[config.mk]
export PLATFORM = sky130hd
export DESIGN_NAME = touch_ctrl
export DESIGN_NICKNAME = d
export VERILOG_FILES = /design/src/touch_ctrl.v
export VERILOG_INCLUDE_DIRS = /design/src /design/src/pkg
export SDC_FILE = /design/constraint.sdc
export NUM_CORES = 1
export LEC_CHECK = 0
export BUFFER_PORTS_ARGS = -buffer_cell sky130_fd_sc_hd__buf_4
export CORE_UTILIZATION = 58
export DETAILED_ROUTE_END_ITERATION = 10
export PLACE_DENSITY_LB_ADDON = 0.1
export SLEW_MARGIN = 20
export SYNTH_ARGS = -nofsm -noshare
export SYNTH_HDL_FRONTEND = slang
export SYNTH_SLANG_ARGS = --single-unit
[constraint.sdc]
create_clock -name ref_clk -period 3.3 [get_ports ref_clk]
set_input_delay 0.66 -clock ref_clk [delete_from_list [all_inputs] [get_ports ref_clk]]
set_output_delay 0.66 -clock ref_clk [all_outputs]
set_load 0.01 [all_outputs]
[src/pkg/touch_ctrl_map.vh]
/*
  Register map, field positions, codes and timing figures of the touch
  screen controller. Included by the controller source; definitions only.
*/
`ifndef TOUCH_CTRL_MAP_VH
`define TOUCH_CTRL_MAP_VH

// Word indexes on the bus (byte address = index * 4)
`define IDX_CTRL 6'h00
`define IDX_CHAN_MASK 6'h01
`define IDX_COMMAND 6'h02
`define IDX_STATUS 6'h03
`define IDX_CHAN_DATA 6'h04

// Control register fields
`define CTRL_MODE_LO 0
`define CTRL_MODE_HI 1
`define CTRL_FIVE_WIRE 2
`define CTRL_PULLUP_LO 3
`define CTRL_PULLUP_HI 4
`define CTRL_SETTLE_LO 5
`define CTRL_SETTLE_HI 7
`define CTRL_AUX_TRIG_EN 8
`define CTRL_AUX_EDGE 9
`define CTRL_WIDTH 10
`define CTRL_RESET 10'h000

// Channel mask, one bit per channel; command bit
`define CHAN_COUNT 5
`define CHAN_MASK_RESET 5'h1f
`define CMD_START_BIT 0

// Status register fields
`define STAT_TOUCH 0
`define STAT_DATA_AVAIL 1
`define STAT_BUSY 2
`define STAT_START_PEND 3
`define STAT_STATE_LO 4
`define STAT_STATE_HI 6

// Operating modes
`define MODE_MANUAL 2'h0
`define MODE_PEN_INT 2'h1
`define MODE_PEN_TRIG 2'h2

// Channel indexes, in read-out order
`define CH_X 3'h0
`define CH_Y 3'h1
`define CH_Z1 3'h2
`define CH_Z2 3'h3
`define CH_AUX 3'h4
`define CH_END 3'h5

// Panel bias setups
`define BIAS_OFF 3'h0
`define BIAS_PEN 3'h1
`define BIAS_X 3'h2
`define BIAS_Y 3'h3
`define BIAS_Z1 3'h4
`define BIAS_Z2 3'h5
`define BIAS_AUX 3'h6

// ADC input selection
`define ADC_IN_XPLUS 2'h0
`define ADC_IN_YSHEET 2'h1
`define ADC_IN_AUX 2'h2

// Channel data word
`define CHAN_EMPTY_WORD 16'h8000
`define SPI_READCHAN 3'h1

// Timing: one settle delay step, clock rate
`define SETTLE_UNIT_NS 1000
`define CLK_MHZ 200

// Pin synchroniser slots and their reset levels
`define PIN_SCLK 0
`define PIN_CSN 1
`define PIN_MOSI 2
`define PIN_PEN 3
`define PIN_AUX 4
`define PIN_HWRST 5
`define PIN_COUNT 6
`define PIN_RESET 6'h22

`endif

[src/touch_ctrl.v]
/*
  Control logic of a resistive touch screen controller: pen detection,
  panel bias sequencing for X, Y, Z1, Z2 and AUX, a channel result queue,
  a Wishbone classic register slave and a CPOL=0/CPHA=0 serial read-out port.
  Assumes an ADC in the ref_clk domain that pulses adcDone with adcData
  after adcStart; the pen comparator, aux pin, serial pins and hardware
  reset pin are asynchronous and are synchronised here.

  // Function
  // Interrupt is active-low open drain, else released
  // Interrupt on pen touch or data available
  // Low hardware reset pin resets control logic
  // Pen-interrupt mode interrupts, pen-trigger mode acquires
  // Every pen detection sets touch-detected flag
  // Pen-interrupt mode: detection pulls interrupt low
  // Status read clears flag, releases interrupt
  // Pen detect settles quarter of delay setting
  // Four selectable pen pull-up resistances
  // Pen bias X-plus to Y-minus, watch X-plus
  // Four-wire aux pin is 12-bit ADC input
  // Aux edge or level can trigger acquisition
  // Five-wire panel senses all coordinates on wiper
  // Y: bias Y sheet, convert X-plus
  // X: bias X sheet, convert through Y sheet
  // Results are divider ratio, zero to 4095
  // Four-wire panel adds Z1, Z2 pressure setups
  // Five-wire panel gives no pressure channels
  // Results unsigned 12-bit, held until read
  // Serial port CPOL 0, CPHA 0
  // Commands arriving while busy are discarded
  // Queue order X, Y, Z1, Z2, AUX; once
*/
`timescale 1ns/1ps
`include "touch_ctrl_map.vh"

module touch_ctrl (
  input wire ref_clk,
  input wire resetn,
  input wire wb_cyc_i,
  input wire wb_stb_i,
  input wire wb_we_i,
  input wire [7:0] wb_adr_i,
  input wire [3:0] wb_sel_i,
  input wire [31:0] wb_dat_i,
  output reg [31:0] wb_dat_o,
  output reg wb_ack_o,
  input wire hwResetNIn,
  input wire penDetectIn,
  input wire auxPinIn,
  input wire spiSclkIn,
  input wire spiCsNIn,
  input wire spiMosiIn,
  output reg spiMisoOut,
  output reg spiMisoOe,
  output reg hostInterruptNOut,
  output reg hostInterruptNOe,
  output reg [2:0] biasSel,
  output reg [1:0] adcInSel,
  output reg [1:0] penPullupSel,
  output reg adcStart,
  input wire adcDone,
  input wire [11:0] adcData
);

  localparam [2:0] ST_IDLE = 3'h0;
  localparam [2:0] ST_PEN_BIAS = 3'h1;
  localparam [2:0] ST_PEN_EVAL = 3'h2;
  localparam [2:0] ST_CH_SEL = 3'h3;
  localparam [2:0] ST_SETTLE = 3'h4;
  localparam [2:0] ST_CONV = 3'h5;
  localparam [2:0] ST_HOLD = 3'h6;

  localparam integer SETTLE_UNIT_CYC = `SETTLE_UNIT_NS * `CLK_MHZ / 1000;
  localparam [`PIN_COUNT-1:0] PIN_RST_VAL = `PIN_RESET;

  // Pin synchronisers: a change counts once stages two and three agree
  reg [`PIN_COUNT-1:0] pinS1;
  reg [`PIN_COUNT-1:0] pinS2;
  reg [`PIN_COUNT-1:0] pinS3;
  reg [`PIN_COUNT-1:0] pinLvl;
  reg [`PIN_COUNT-1:0] pinLvlD;
  wire [`PIN_COUNT-1:0] pinRaw;
  assign pinRaw = {hwResetNIn, auxPinIn, penDetectIn, spiMosiIn, spiCsNIn, spiSclkIn};

  genvar gi;
  generate
    for (gi = 0; gi < `PIN_COUNT; gi = gi + 1) begin : gSync
      always @(posedge ref_clk or negedge resetn) begin
        if (!resetn) begin
          pinS1[gi] <= PIN_RST_VAL[gi];
          pinS2[gi] <= PIN_RST_VAL[gi];
          pinS3[gi] <= PIN_RST_VAL[gi];
          pinLvl[gi] <= PIN_RST_VAL[gi];
          pinLvlD[gi] <= PIN_RST_VAL[gi];
        end else begin
          pinS1[gi] <= pinRaw[gi];
          pinS2[gi] <= pinS1[gi];
          pinS3[gi] <= pinS2[gi];
          if (pinS2[gi] == pinS3[gi]) begin
            pinLvl[gi] <= pinS3[gi];
          end
          pinLvlD[gi] <= pinLvl[gi];
        end
      end
    end
  endgenerate

  wire ctlRst = ~pinLvl[`PIN_HWRST];
  wire sclkRise = pinLvl[`PIN_SCLK] & ~pinLvlD[`PIN_SCLK];
  wire sclkFall = ~pinLvl[`PIN_SCLK] & pinLvlD[`PIN_SCLK];
  wire csActive = ~pinLvl[`PIN_CSN];
  wire auxRise = pinLvl[`PIN_AUX] & ~pinLvlD[`PIN_AUX];

  reg [`CTRL_WIDTH-1:0] ctrlReg;
  reg [`CHAN_COUNT-1:0] chanMaskReg;
  reg touchFlagReg;
  reg startPendReg;
  reg [2:0] stateReg;
  reg [2:0] chanIdxReg;
  reg [15:0] waitCntReg;
  reg [11:0] chanData [0:`CHAN_COUNT-1];
  reg [`CHAN_COUNT-1:0] chanValidReg;
  reg [3:0] spiBitCntReg;
  reg [6:0] spiCmdReg;
  reg [15:0] spiOutReg;
  reg spiReadingReg;

  wire [1:0] mode = ctrlReg[`CTRL_MODE_HI:`CTRL_MODE_LO];
  wire fiveWire = ctrlReg[`CTRL_FIVE_WIRE];
  wire auxTrigEn = ctrlReg[`CTRL_AUX_TRIG_EN];
  wire busy = (stateReg == ST_CH_SEL) | (stateReg == ST_SETTLE) | (stateReg == ST_CONV);
  wire penMode = (mode == `MODE_PEN_INT) | (mode == `MODE_PEN_TRIG);

  // Settle delay: (setting + 1) steps; pen detection waits a quarter of it
  wire [31:0] settleProd = ({29'h0, ctrlReg[`CTRL_SETTLE_HI:`CTRL_SETTLE_LO]} + 32'h1) *
                           SETTLE_UNIT_CYC;
  wire [15:0] settleCyc = settleProd[15:0];
  wire [15:0] penSettleCyc = settleProd[17:2];

  // First valid result in queue order
  reg [2:0] firstIdx;
  reg firstValid;
  integer k;
  always @* begin
    firstIdx = `CH_X;
    firstValid = 1'b0;
    for (k = `CHAN_COUNT - 1; k >= 0; k = k - 1) begin
      if (chanValidReg[k]) begin
        firstIdx = k[2:0];
        firstValid = 1'b1;
      end
    end
  end
  wire [15:0] popWord = firstValid ? {1'b0, firstIdx, chanData[firstIdx]} : `CHAN_EMPTY_WORD;

  // Bus decode
  wire wbReq = wb_cyc_i & wb_stb_i & ~wb_ack_o;
  wire [5:0] wbIdx = wb_adr_i[7:2];
  wire wbWr = wbReq & wb_we_i;
  wire wbRd = wbReq & ~wb_we_i;
  wire statusRead = wbRd & (wbIdx == `IDX_STATUS);
  wire wbPop = wbRd & (wbIdx == `IDX_CHAN_DATA);
  wire cmdStart = wbWr & (wbIdx == `IDX_COMMAND) & wb_sel_i[0] & wb_dat_i[`CMD_START_BIT];

  // Serial READCHAN pops on the eighth rising edge of the command byte
  wire spiPop = sclkRise & csActive & ~spiReadingReg & (spiBitCntReg == 4'h7) &
                (spiCmdReg[6:4] == `SPI_READCHAN) & ~busy;
  wire popNow = wbPop | spiPop;

  wire touchSet = (stateReg == ST_PEN_EVAL) & pinLvl[`PIN_PEN];
  wire auxTrig = auxTrigEn & (ctrlReg[`CTRL_AUX_EDGE] ? auxRise : pinLvl[`PIN_AUX]);

  // Channel enable: five-wire panels have no pressure or separate aux input
  reg [`CHAN_COUNT-1:0] chanEn;
  always @* begin
    chanEn = chanMaskReg;
    if (fiveWire) begin
      chanEn[`CH_Z1] = 1'b0;
      chanEn[`CH_Z2] = 1'b0;
      chanEn[`CH_AUX] = 1'b0;
    end
    if (auxTrigEn) begin
      chanEn[`CH_AUX] = 1'b0;
    end
  end

  // Bias and ADC input per channel
  reg [2:0] chBias;
  reg [1:0] chAdcIn;
  always @* begin
    chBias = `BIAS_OFF;
    chAdcIn = `ADC_IN_XPLUS;
    case (chanIdxReg)
      `CH_X: begin
        chBias = `BIAS_X;
        chAdcIn = `ADC_IN_YSHEET;
      end
      `CH_Y: begin
        chBias = `BIAS_Y;
        chAdcIn = `ADC_IN_XPLUS;
      end
      `CH_Z1: begin
        chBias = `BIAS_Z1;
        chAdcIn = `ADC_IN_XPLUS;
      end
      `CH_Z2: begin
        chBias = `BIAS_Z2;
        chAdcIn = `ADC_IN_YSHEET;
      end
      `CH_AUX: begin
        chBias = `BIAS_AUX;
        chAdcIn = `ADC_IN_AUX;
      end
      default: begin
        chBias = `BIAS_OFF;
        chAdcIn = `ADC_IN_XPLUS;
      end
    endcase
    if (fiveWire) begin
      chAdcIn = `ADC_IN_AUX;
    end
  end

  // Wishbone slave: one wait state, every access acknowledged while the synchronised hardware reset pin level is high
  always @(posedge ref_clk or negedge resetn) begin
    if (!resetn) begin
      wb_ack_o <= 1'b0;
      wb_dat_o <= 32'h0;
      ctrlReg <= `CTRL_RESET;
      chanMaskReg <= `CHAN_MASK_RESET;
    end else if (ctlRst) begin
      wb_ack_o <= 1'b0;
      wb_dat_o <= 32'h0;
      ctrlReg <= `CTRL_RESET;
      chanMaskReg <= `CHAN_MASK_RESET;
    end else begin
      wb_ack_o <= wbReq;
      if (wbWr && wbIdx == `IDX_CTRL) begin
        if (wb_sel_i[0]) begin
          ctrlReg[7:0] <= wb_dat_i[7:0];
        end
        if (wb_sel_i[1]) begin
          ctrlReg[`CTRL_WIDTH-1:8] <= wb_dat_i[`CTRL_WIDTH-1:8];
        end
      end
      if (wbWr && wbIdx == `IDX_CHAN_MASK && wb_sel_i[0]) begin
        chanMaskReg <= wb_dat_i[`CHAN_COUNT-1:0];
      end
      if (wbRd) begin
        case (wbIdx)
          `IDX_CTRL: wb_dat_o <= {{(32-`CTRL_WIDTH){1'b0}}, ctrlReg};
          `IDX_CHAN_MASK: wb_dat_o <= {{(32-`CHAN_COUNT){1'b0}}, chanMaskReg};
          `IDX_STATUS: wb_dat_o <= {25'h0, stateReg, startPendReg, busy,
                                    |chanValidReg, touchFlagReg};
          `IDX_CHAN_DATA: wb_dat_o <= {16'h0, popWord};
          default: wb_dat_o <= 32'h0;
        endcase
      end
    end
  end

  // Flags, sequencer and result queue
  always @(posedge ref_clk or negedge resetn) begin
    if (!resetn) begin
      touchFlagReg <= 1'b0;
      startPendReg <= 1'b0;
      stateReg <= ST_IDLE;
      chanIdxReg <= `CH_X;
      waitCntReg <= 16'h0;
      chanValidReg <= {`CHAN_COUNT{1'b0}};
      adcStart <= 1'b0;
      biasSel <= `BIAS_OFF;
      adcInSel <= `ADC_IN_XPLUS;
      penPullupSel <= 2'h0;
    end else if (ctlRst) begin
      touchFlagReg <= 1'b0;
      startPendReg <= 1'b0;
      stateReg <= ST_IDLE;
      chanIdxReg <= `CH_X;
      waitCntReg <= 16'h0;
      chanValidReg <= {`CHAN_COUNT{1'b0}};
      adcStart <= 1'b0;
      biasSel <= `BIAS_OFF;
      adcInSel <= `ADC_IN_XPLUS;
      penPullupSel <= 2'h0;
    end else begin
      penPullupSel <= ctrlReg[`CTRL_PULLUP_HI:`CTRL_PULLUP_LO];
      touchFlagReg <= touchSet | (touchFlagReg & ~statusRead);
      adcStart <= 1'b0;
      if ((cmdStart | auxTrig) && !busy) begin
        startPendReg <= 1'b1;
      end
      if (popNow && firstValid) begin
        chanValidReg[firstIdx] <= 1'b0;
      end
      case (stateReg)
        ST_IDLE: begin
          biasSel <= `BIAS_OFF;
          if (startPendReg) begin
            startPendReg <= 1'b0;
            chanIdxReg <= `CH_X;
            stateReg <= ST_CH_SEL;
          end else if (penMode) begin
            biasSel <= `BIAS_PEN;
            waitCntReg <= (penSettleCyc == 16'h0) ? 16'h1 : penSettleCyc;
            stateReg <= ST_PEN_BIAS;
          end
        end
        ST_PEN_BIAS: begin
          if (waitCntReg <= 16'h1) begin
            stateReg <= ST_PEN_EVAL;
          end else begin
            waitCntReg <= waitCntReg - 16'h1;
          end
        end
        ST_PEN_EVAL: begin
          biasSel <= `BIAS_OFF;
          if (!pinLvl[`PIN_PEN]) begin
            stateReg <= ST_IDLE;
          end else if (mode == `MODE_PEN_TRIG) begin
            chanIdxReg <= `CH_X;
            stateReg <= ST_CH_SEL;
          end else begin
            stateReg <= ST_HOLD;
          end
        end
        ST_HOLD: begin
          if (!touchFlagReg || mode != `MODE_PEN_INT || startPendReg) begin
            stateReg <= ST_IDLE;
          end
        end
        ST_CH_SEL: begin
          if (chanIdxReg >= `CH_END) begin
            biasSel <= `BIAS_OFF;
            stateReg <= ST_IDLE;
          end else if (chanEn[chanIdxReg]) begin
            biasSel <= chBias;
            adcInSel <= chAdcIn;
            waitCntReg <= settleCyc;
            stateReg <= ST_SETTLE;
          end else begin
            chanIdxReg <= chanIdxReg + 3'h1;
          end
        end
        ST_SETTLE: begin
          if (waitCntReg <= 16'h1) begin
            adcStart <= 1'b1;
            stateReg <= ST_CONV;
          end else begin
            waitCntReg <= waitCntReg - 16'h1;
          end
        end
        ST_CONV: begin
          if (adcDone) begin
            chanData[chanIdxReg] <= adcData;
            chanValidReg[chanIdxReg] <= 1'b1;
            chanIdxReg <= chanIdxReg + 3'h1;
            stateReg <= ST_CH_SEL;
          end
        end
        default: begin
          stateReg <= ST_IDLE;
        end
      endcase
    end
  end

  // Serial read-out: sample on rising, shift on falling, clock idles low
  always @(posedge ref_clk or negedge resetn) begin
    if (!resetn) begin
      spiBitCntReg <= 4'h0;
      spiCmdReg <= 7'h0;
      spiOutReg <= 16'h0;
      spiReadingReg <= 1'b0;
      spiMisoOut <= 1'b0;
      spiMisoOe <= 1'b0;
    end else if (ctlRst || !csActive) begin
      spiBitCntReg <= 4'h0;
      spiCmdReg <= 7'h0;
      spiReadingReg <= 1'b0;
      spiMisoOut <= 1'b0;
      spiMisoOe <= 1'b0;
    end else begin
      spiMisoOe <= 1'b1;
      if (sclkRise && !spiReadingReg) begin
        spiCmdReg <= {spiCmdReg[5:0], pinLvl[`PIN_MOSI]};
        spiBitCntReg <= spiBitCntReg + 4'h1;
        if (spiPop) begin
          spiReadingReg <= 1'b1;
          spiOutReg <= popWord;
        end
      end
      if (sclkFall && spiReadingReg) begin
        spiMisoOut <= spiOutReg[15];
        spiOutReg <= {spiOutReg[14:0], 1'b0};
      end
    end
  end

  // Open-drain interrupt: output level fixed low, enable pulls the line
  always @(posedge ref_clk or negedge resetn) begin
    if (!resetn) begin
      hostInterruptNOut <= 1'b0;
      hostInterruptNOe <= 1'b0;
    end else begin
      hostInterruptNOut <= 1'b0;
      hostInterruptNOe <= ~ctlRst & (((mode == `MODE_PEN_INT) & touchFlagReg &
                          ~statusRead) | (|chanValidReg));
    end
  end

endmodule

==> out/results.txt <==
CTS tree: done
RR Startpoint: ctrlReg[5]$_DFFE_PN0P_
Mean Syn Cell Area: 11.0 sq um
worst clock skew: 0.00714 ns
largest net degree at the start of global routing: 70
Fin. Hold Viols: 0
Switching Share: 31.4%
Setup violations, final: 0
drt pass-1 iters: 8
CP peak stage delay: 0.56 ns
Worst slew margin: 39.0%
hpwl dp: 14000 um
Synth area leaders: dfrtp_1 (32%), edfxtp_1 (21%), mux2i_1 (4.5%)
IO Pins: 113
fmax: 0.335 GHz
maxcap violations: 0
top-count cell post-synth: dfrtp_1
design area: 9990 sq um
row cnt: 44
DR vias/cell: 6.07
final WL: 19900 um
VDD IR max: 0.517 mV
nets: 954
synth unique cells: 78
Buffers on Ports: 69
Placer Congestion: 0.912
Gates resized, CTS repair: 0
Starting Density: 59.7%
Hold Worst Slack: 0.135 ns
Finished Layout Cells: 1062
Die W: 125 um
H-tree depth: 4
RSZ-0062 raised after global routing: no
crit path DAT: 3.30 ns
clk buf depth: 2
1st-iter DRT viols: 615
Worst EP required: 3.61 ns
Core Region: 14600 sq um
Post-synth ARST share: 67.7%
Area Overhead vs Synth: 14.3%
Hold Crit Class: primary input to asynchronous set/reset pin
Filler cells: 1086
number of global-route vias before repair: 6117
CTS Buf Count: 17
placed cells: 1030
Clk pwr share: 32.7%
die area: 15600 sq um
Synth area leader: dfrtp_1
Synth top area share: 32.4%
Net Switching: 1850 uW
root buffer cell: clkbuf_16
post-synthesis register bit count: 186
Warnings, synthesis: 0
Cells after Synth: 797
Worst Max-Slew Pin Slew: 0.912 ns
first-pass GRT wire length: 32500 um
CTS Hold Buffers Added: 0
Clock Pin Slew Worst Setup and Hold Paths: 0.07 ns
n_diodes: 0
cells along the critical path: inv_1, ha_1, inv_1, ha_1, fa_1, nor3_1, nand2_1, nor3_1, nand2b_1, o31ai_1
Placed Area: 9420 sq um
Gate power share: 22.2%
slowest cell on the critical path: fa_1
initial antenna violation count: 0
failing checks: design-rule violations
Post-synth EDFFs: 60
cell internal pwr: 4050 uW
gr usage total: 27.1%
total congestion overflow: 0
Synth top cells by count: dfrtp_1 (113), nand2_1 (98), nor2_1 (66), edfxtp_1 (60), o21ai_0 (57)
crit path kind: register to register
Post-CTS Setup Bufs: 0
clock latency on the worst-skew pair: 0.43 ns
share of cells above drive strength 1: 18.2%
Pleak: 0.00434 uW
sequential cell area fraction in the yosys report: 56.9%
post-route ant nets: 0
final worst path period share: 90.5%
PwrDens: 591 nW/um^2
Via Count: 6451
status: complete, but fails checks
Clock Sinks: 186
Seq pwr share: 45.1%
Cell Area, Synth: 8740 sq um
Vert. Die Dim: 125 um
crit-path max FO: 8
CP endpoint kind: register
Final Max Slew Viols: 0
DRC: 17
Power, Total: 5900 uW
main flop type after synthesis: dfrtp_1
drt wl/cell: 18.7 um
Final TNS setup: 0 ns
Crit. Startpoint: ctrlReg[5]$_DFFE_PN0P_
CP Launch Type: register
Final min period: 2.99 ns
==> area by class of cell <==
cell class,instances,area (sq um),share of cell area (%)
Clock buffer,20,459,4.60
Sequential cell,186,4970,49.7
Multi-Input combinational cell,541,3440,34.4
Inverter,28,105,1.05
Tap cell,184,230,2.30
Timing Repair Buffer,91,683,6.84
Clock inverter,12,106,1.06
==> kinds of logic (layout without fill, tap and decap cells) <==
kind of cell,after synthesis,count (layout),share of synthesized area (%)
AOI/OAI and AO/OA,186,186,14.1
and+or+nand+nor,249,249,13.7
adders and majority gates,27,27,3.78
muxes,45,45,5.24
buffers and inverters,87,151,4.68
xor gates and xnor gates,16,16,1.60
other,1,18,0.0429
DFF,186,186,56.9
==> final timing paths <==
check / end / slack, ns / cells past startpoint
max in group asynchronous: pinS1[0]$_DFF_PN0_ / 1.97 / 2
worst min register to register: pinS2[0]$_DFF_PN0_ / 0.35 / 0
worst max-delay path: waitCntReg[6]$_DFFE_PN0P_ / 0.31 / 10
worst min-delay path: waitCntReg[14]$_DFFE_PN0P_ / 0.13 / 1
worst max register to register: waitCntReg[6]$_DFFE_PN0P_ / 0.31 / 10
min in group ref_clk: pinS1[5]$_DFF_PN1_ / 0.33 / 1
==> per-stage QoR <==
| step | worst slack, ns | util (%) |
|---|---|---|
| floorplan | 0.386 | - |
| finish | 0.314 | 68.2 |
| global route | 0.0566 | 68.2 |
| global placement | 0.376 | 64.4 |
| detailed placement | 0.316 | 64.4 |
| CTS | 0.301 | 68.2 |
==> flip-flops by register name, summed over array words and instances, names as in the netlist, 7 cells and up <==
register,count
ctrlReg,10
waitCntReg,16
spiCmdReg,7
wb_dat_o,16
spiOutReg,16
chanData,60
==> layout by cell type (no fill, tap or decap), types with 13 or more instances in the layout <==
master and instances:
a21oi_1 34, a221oi_1 14, buf_4 91, clkbuf_16 18
conb_1 18, dfrtp_1 113, dfstp_2 13, edfxtp_1 60
ha_1 20, inv_1 28, mux2i_1 39, nand2_1 98
nand3_1 21, nor2_1 65, o21ai_0 57, o22ai_1 17
==> routing by layer <==
metal	wire length [um]	GRT usage, %
met3	1270	4.68
met2	9310	42.0
met4	212	7.48
met5	0	0
met1	9080	39.4
==> power groups by stage <==
stage | Clock (uW) | Sequential (uW) | Combinational [uW]
2_1_floorplan | 0 | 2640 | 1010
3_3_place_gp | 0 | 2700 | 1260
3_5_place_dp | 0 | 2700 | 1290
4_1_cts | 1960 | 2660 | 1300
5_1_grt | 2040 | 2680 | 1440
6_report | 1930 | 2660 | 1310
==> worst max-delay path: cells and delay by family (launching register included) <==
kind | cells | cell delay (ns)
AND/OR/NAND/NOR | 4 | 0.80
flip-flops | 1 | 0.49
adder cells (fa/ha/maj) | 3 | 1.29
buffers and inverters | 2 | 0.20
AO/OA/AOI/OAI | 1 | 0.09
Power figures use the tool's default switching activity.
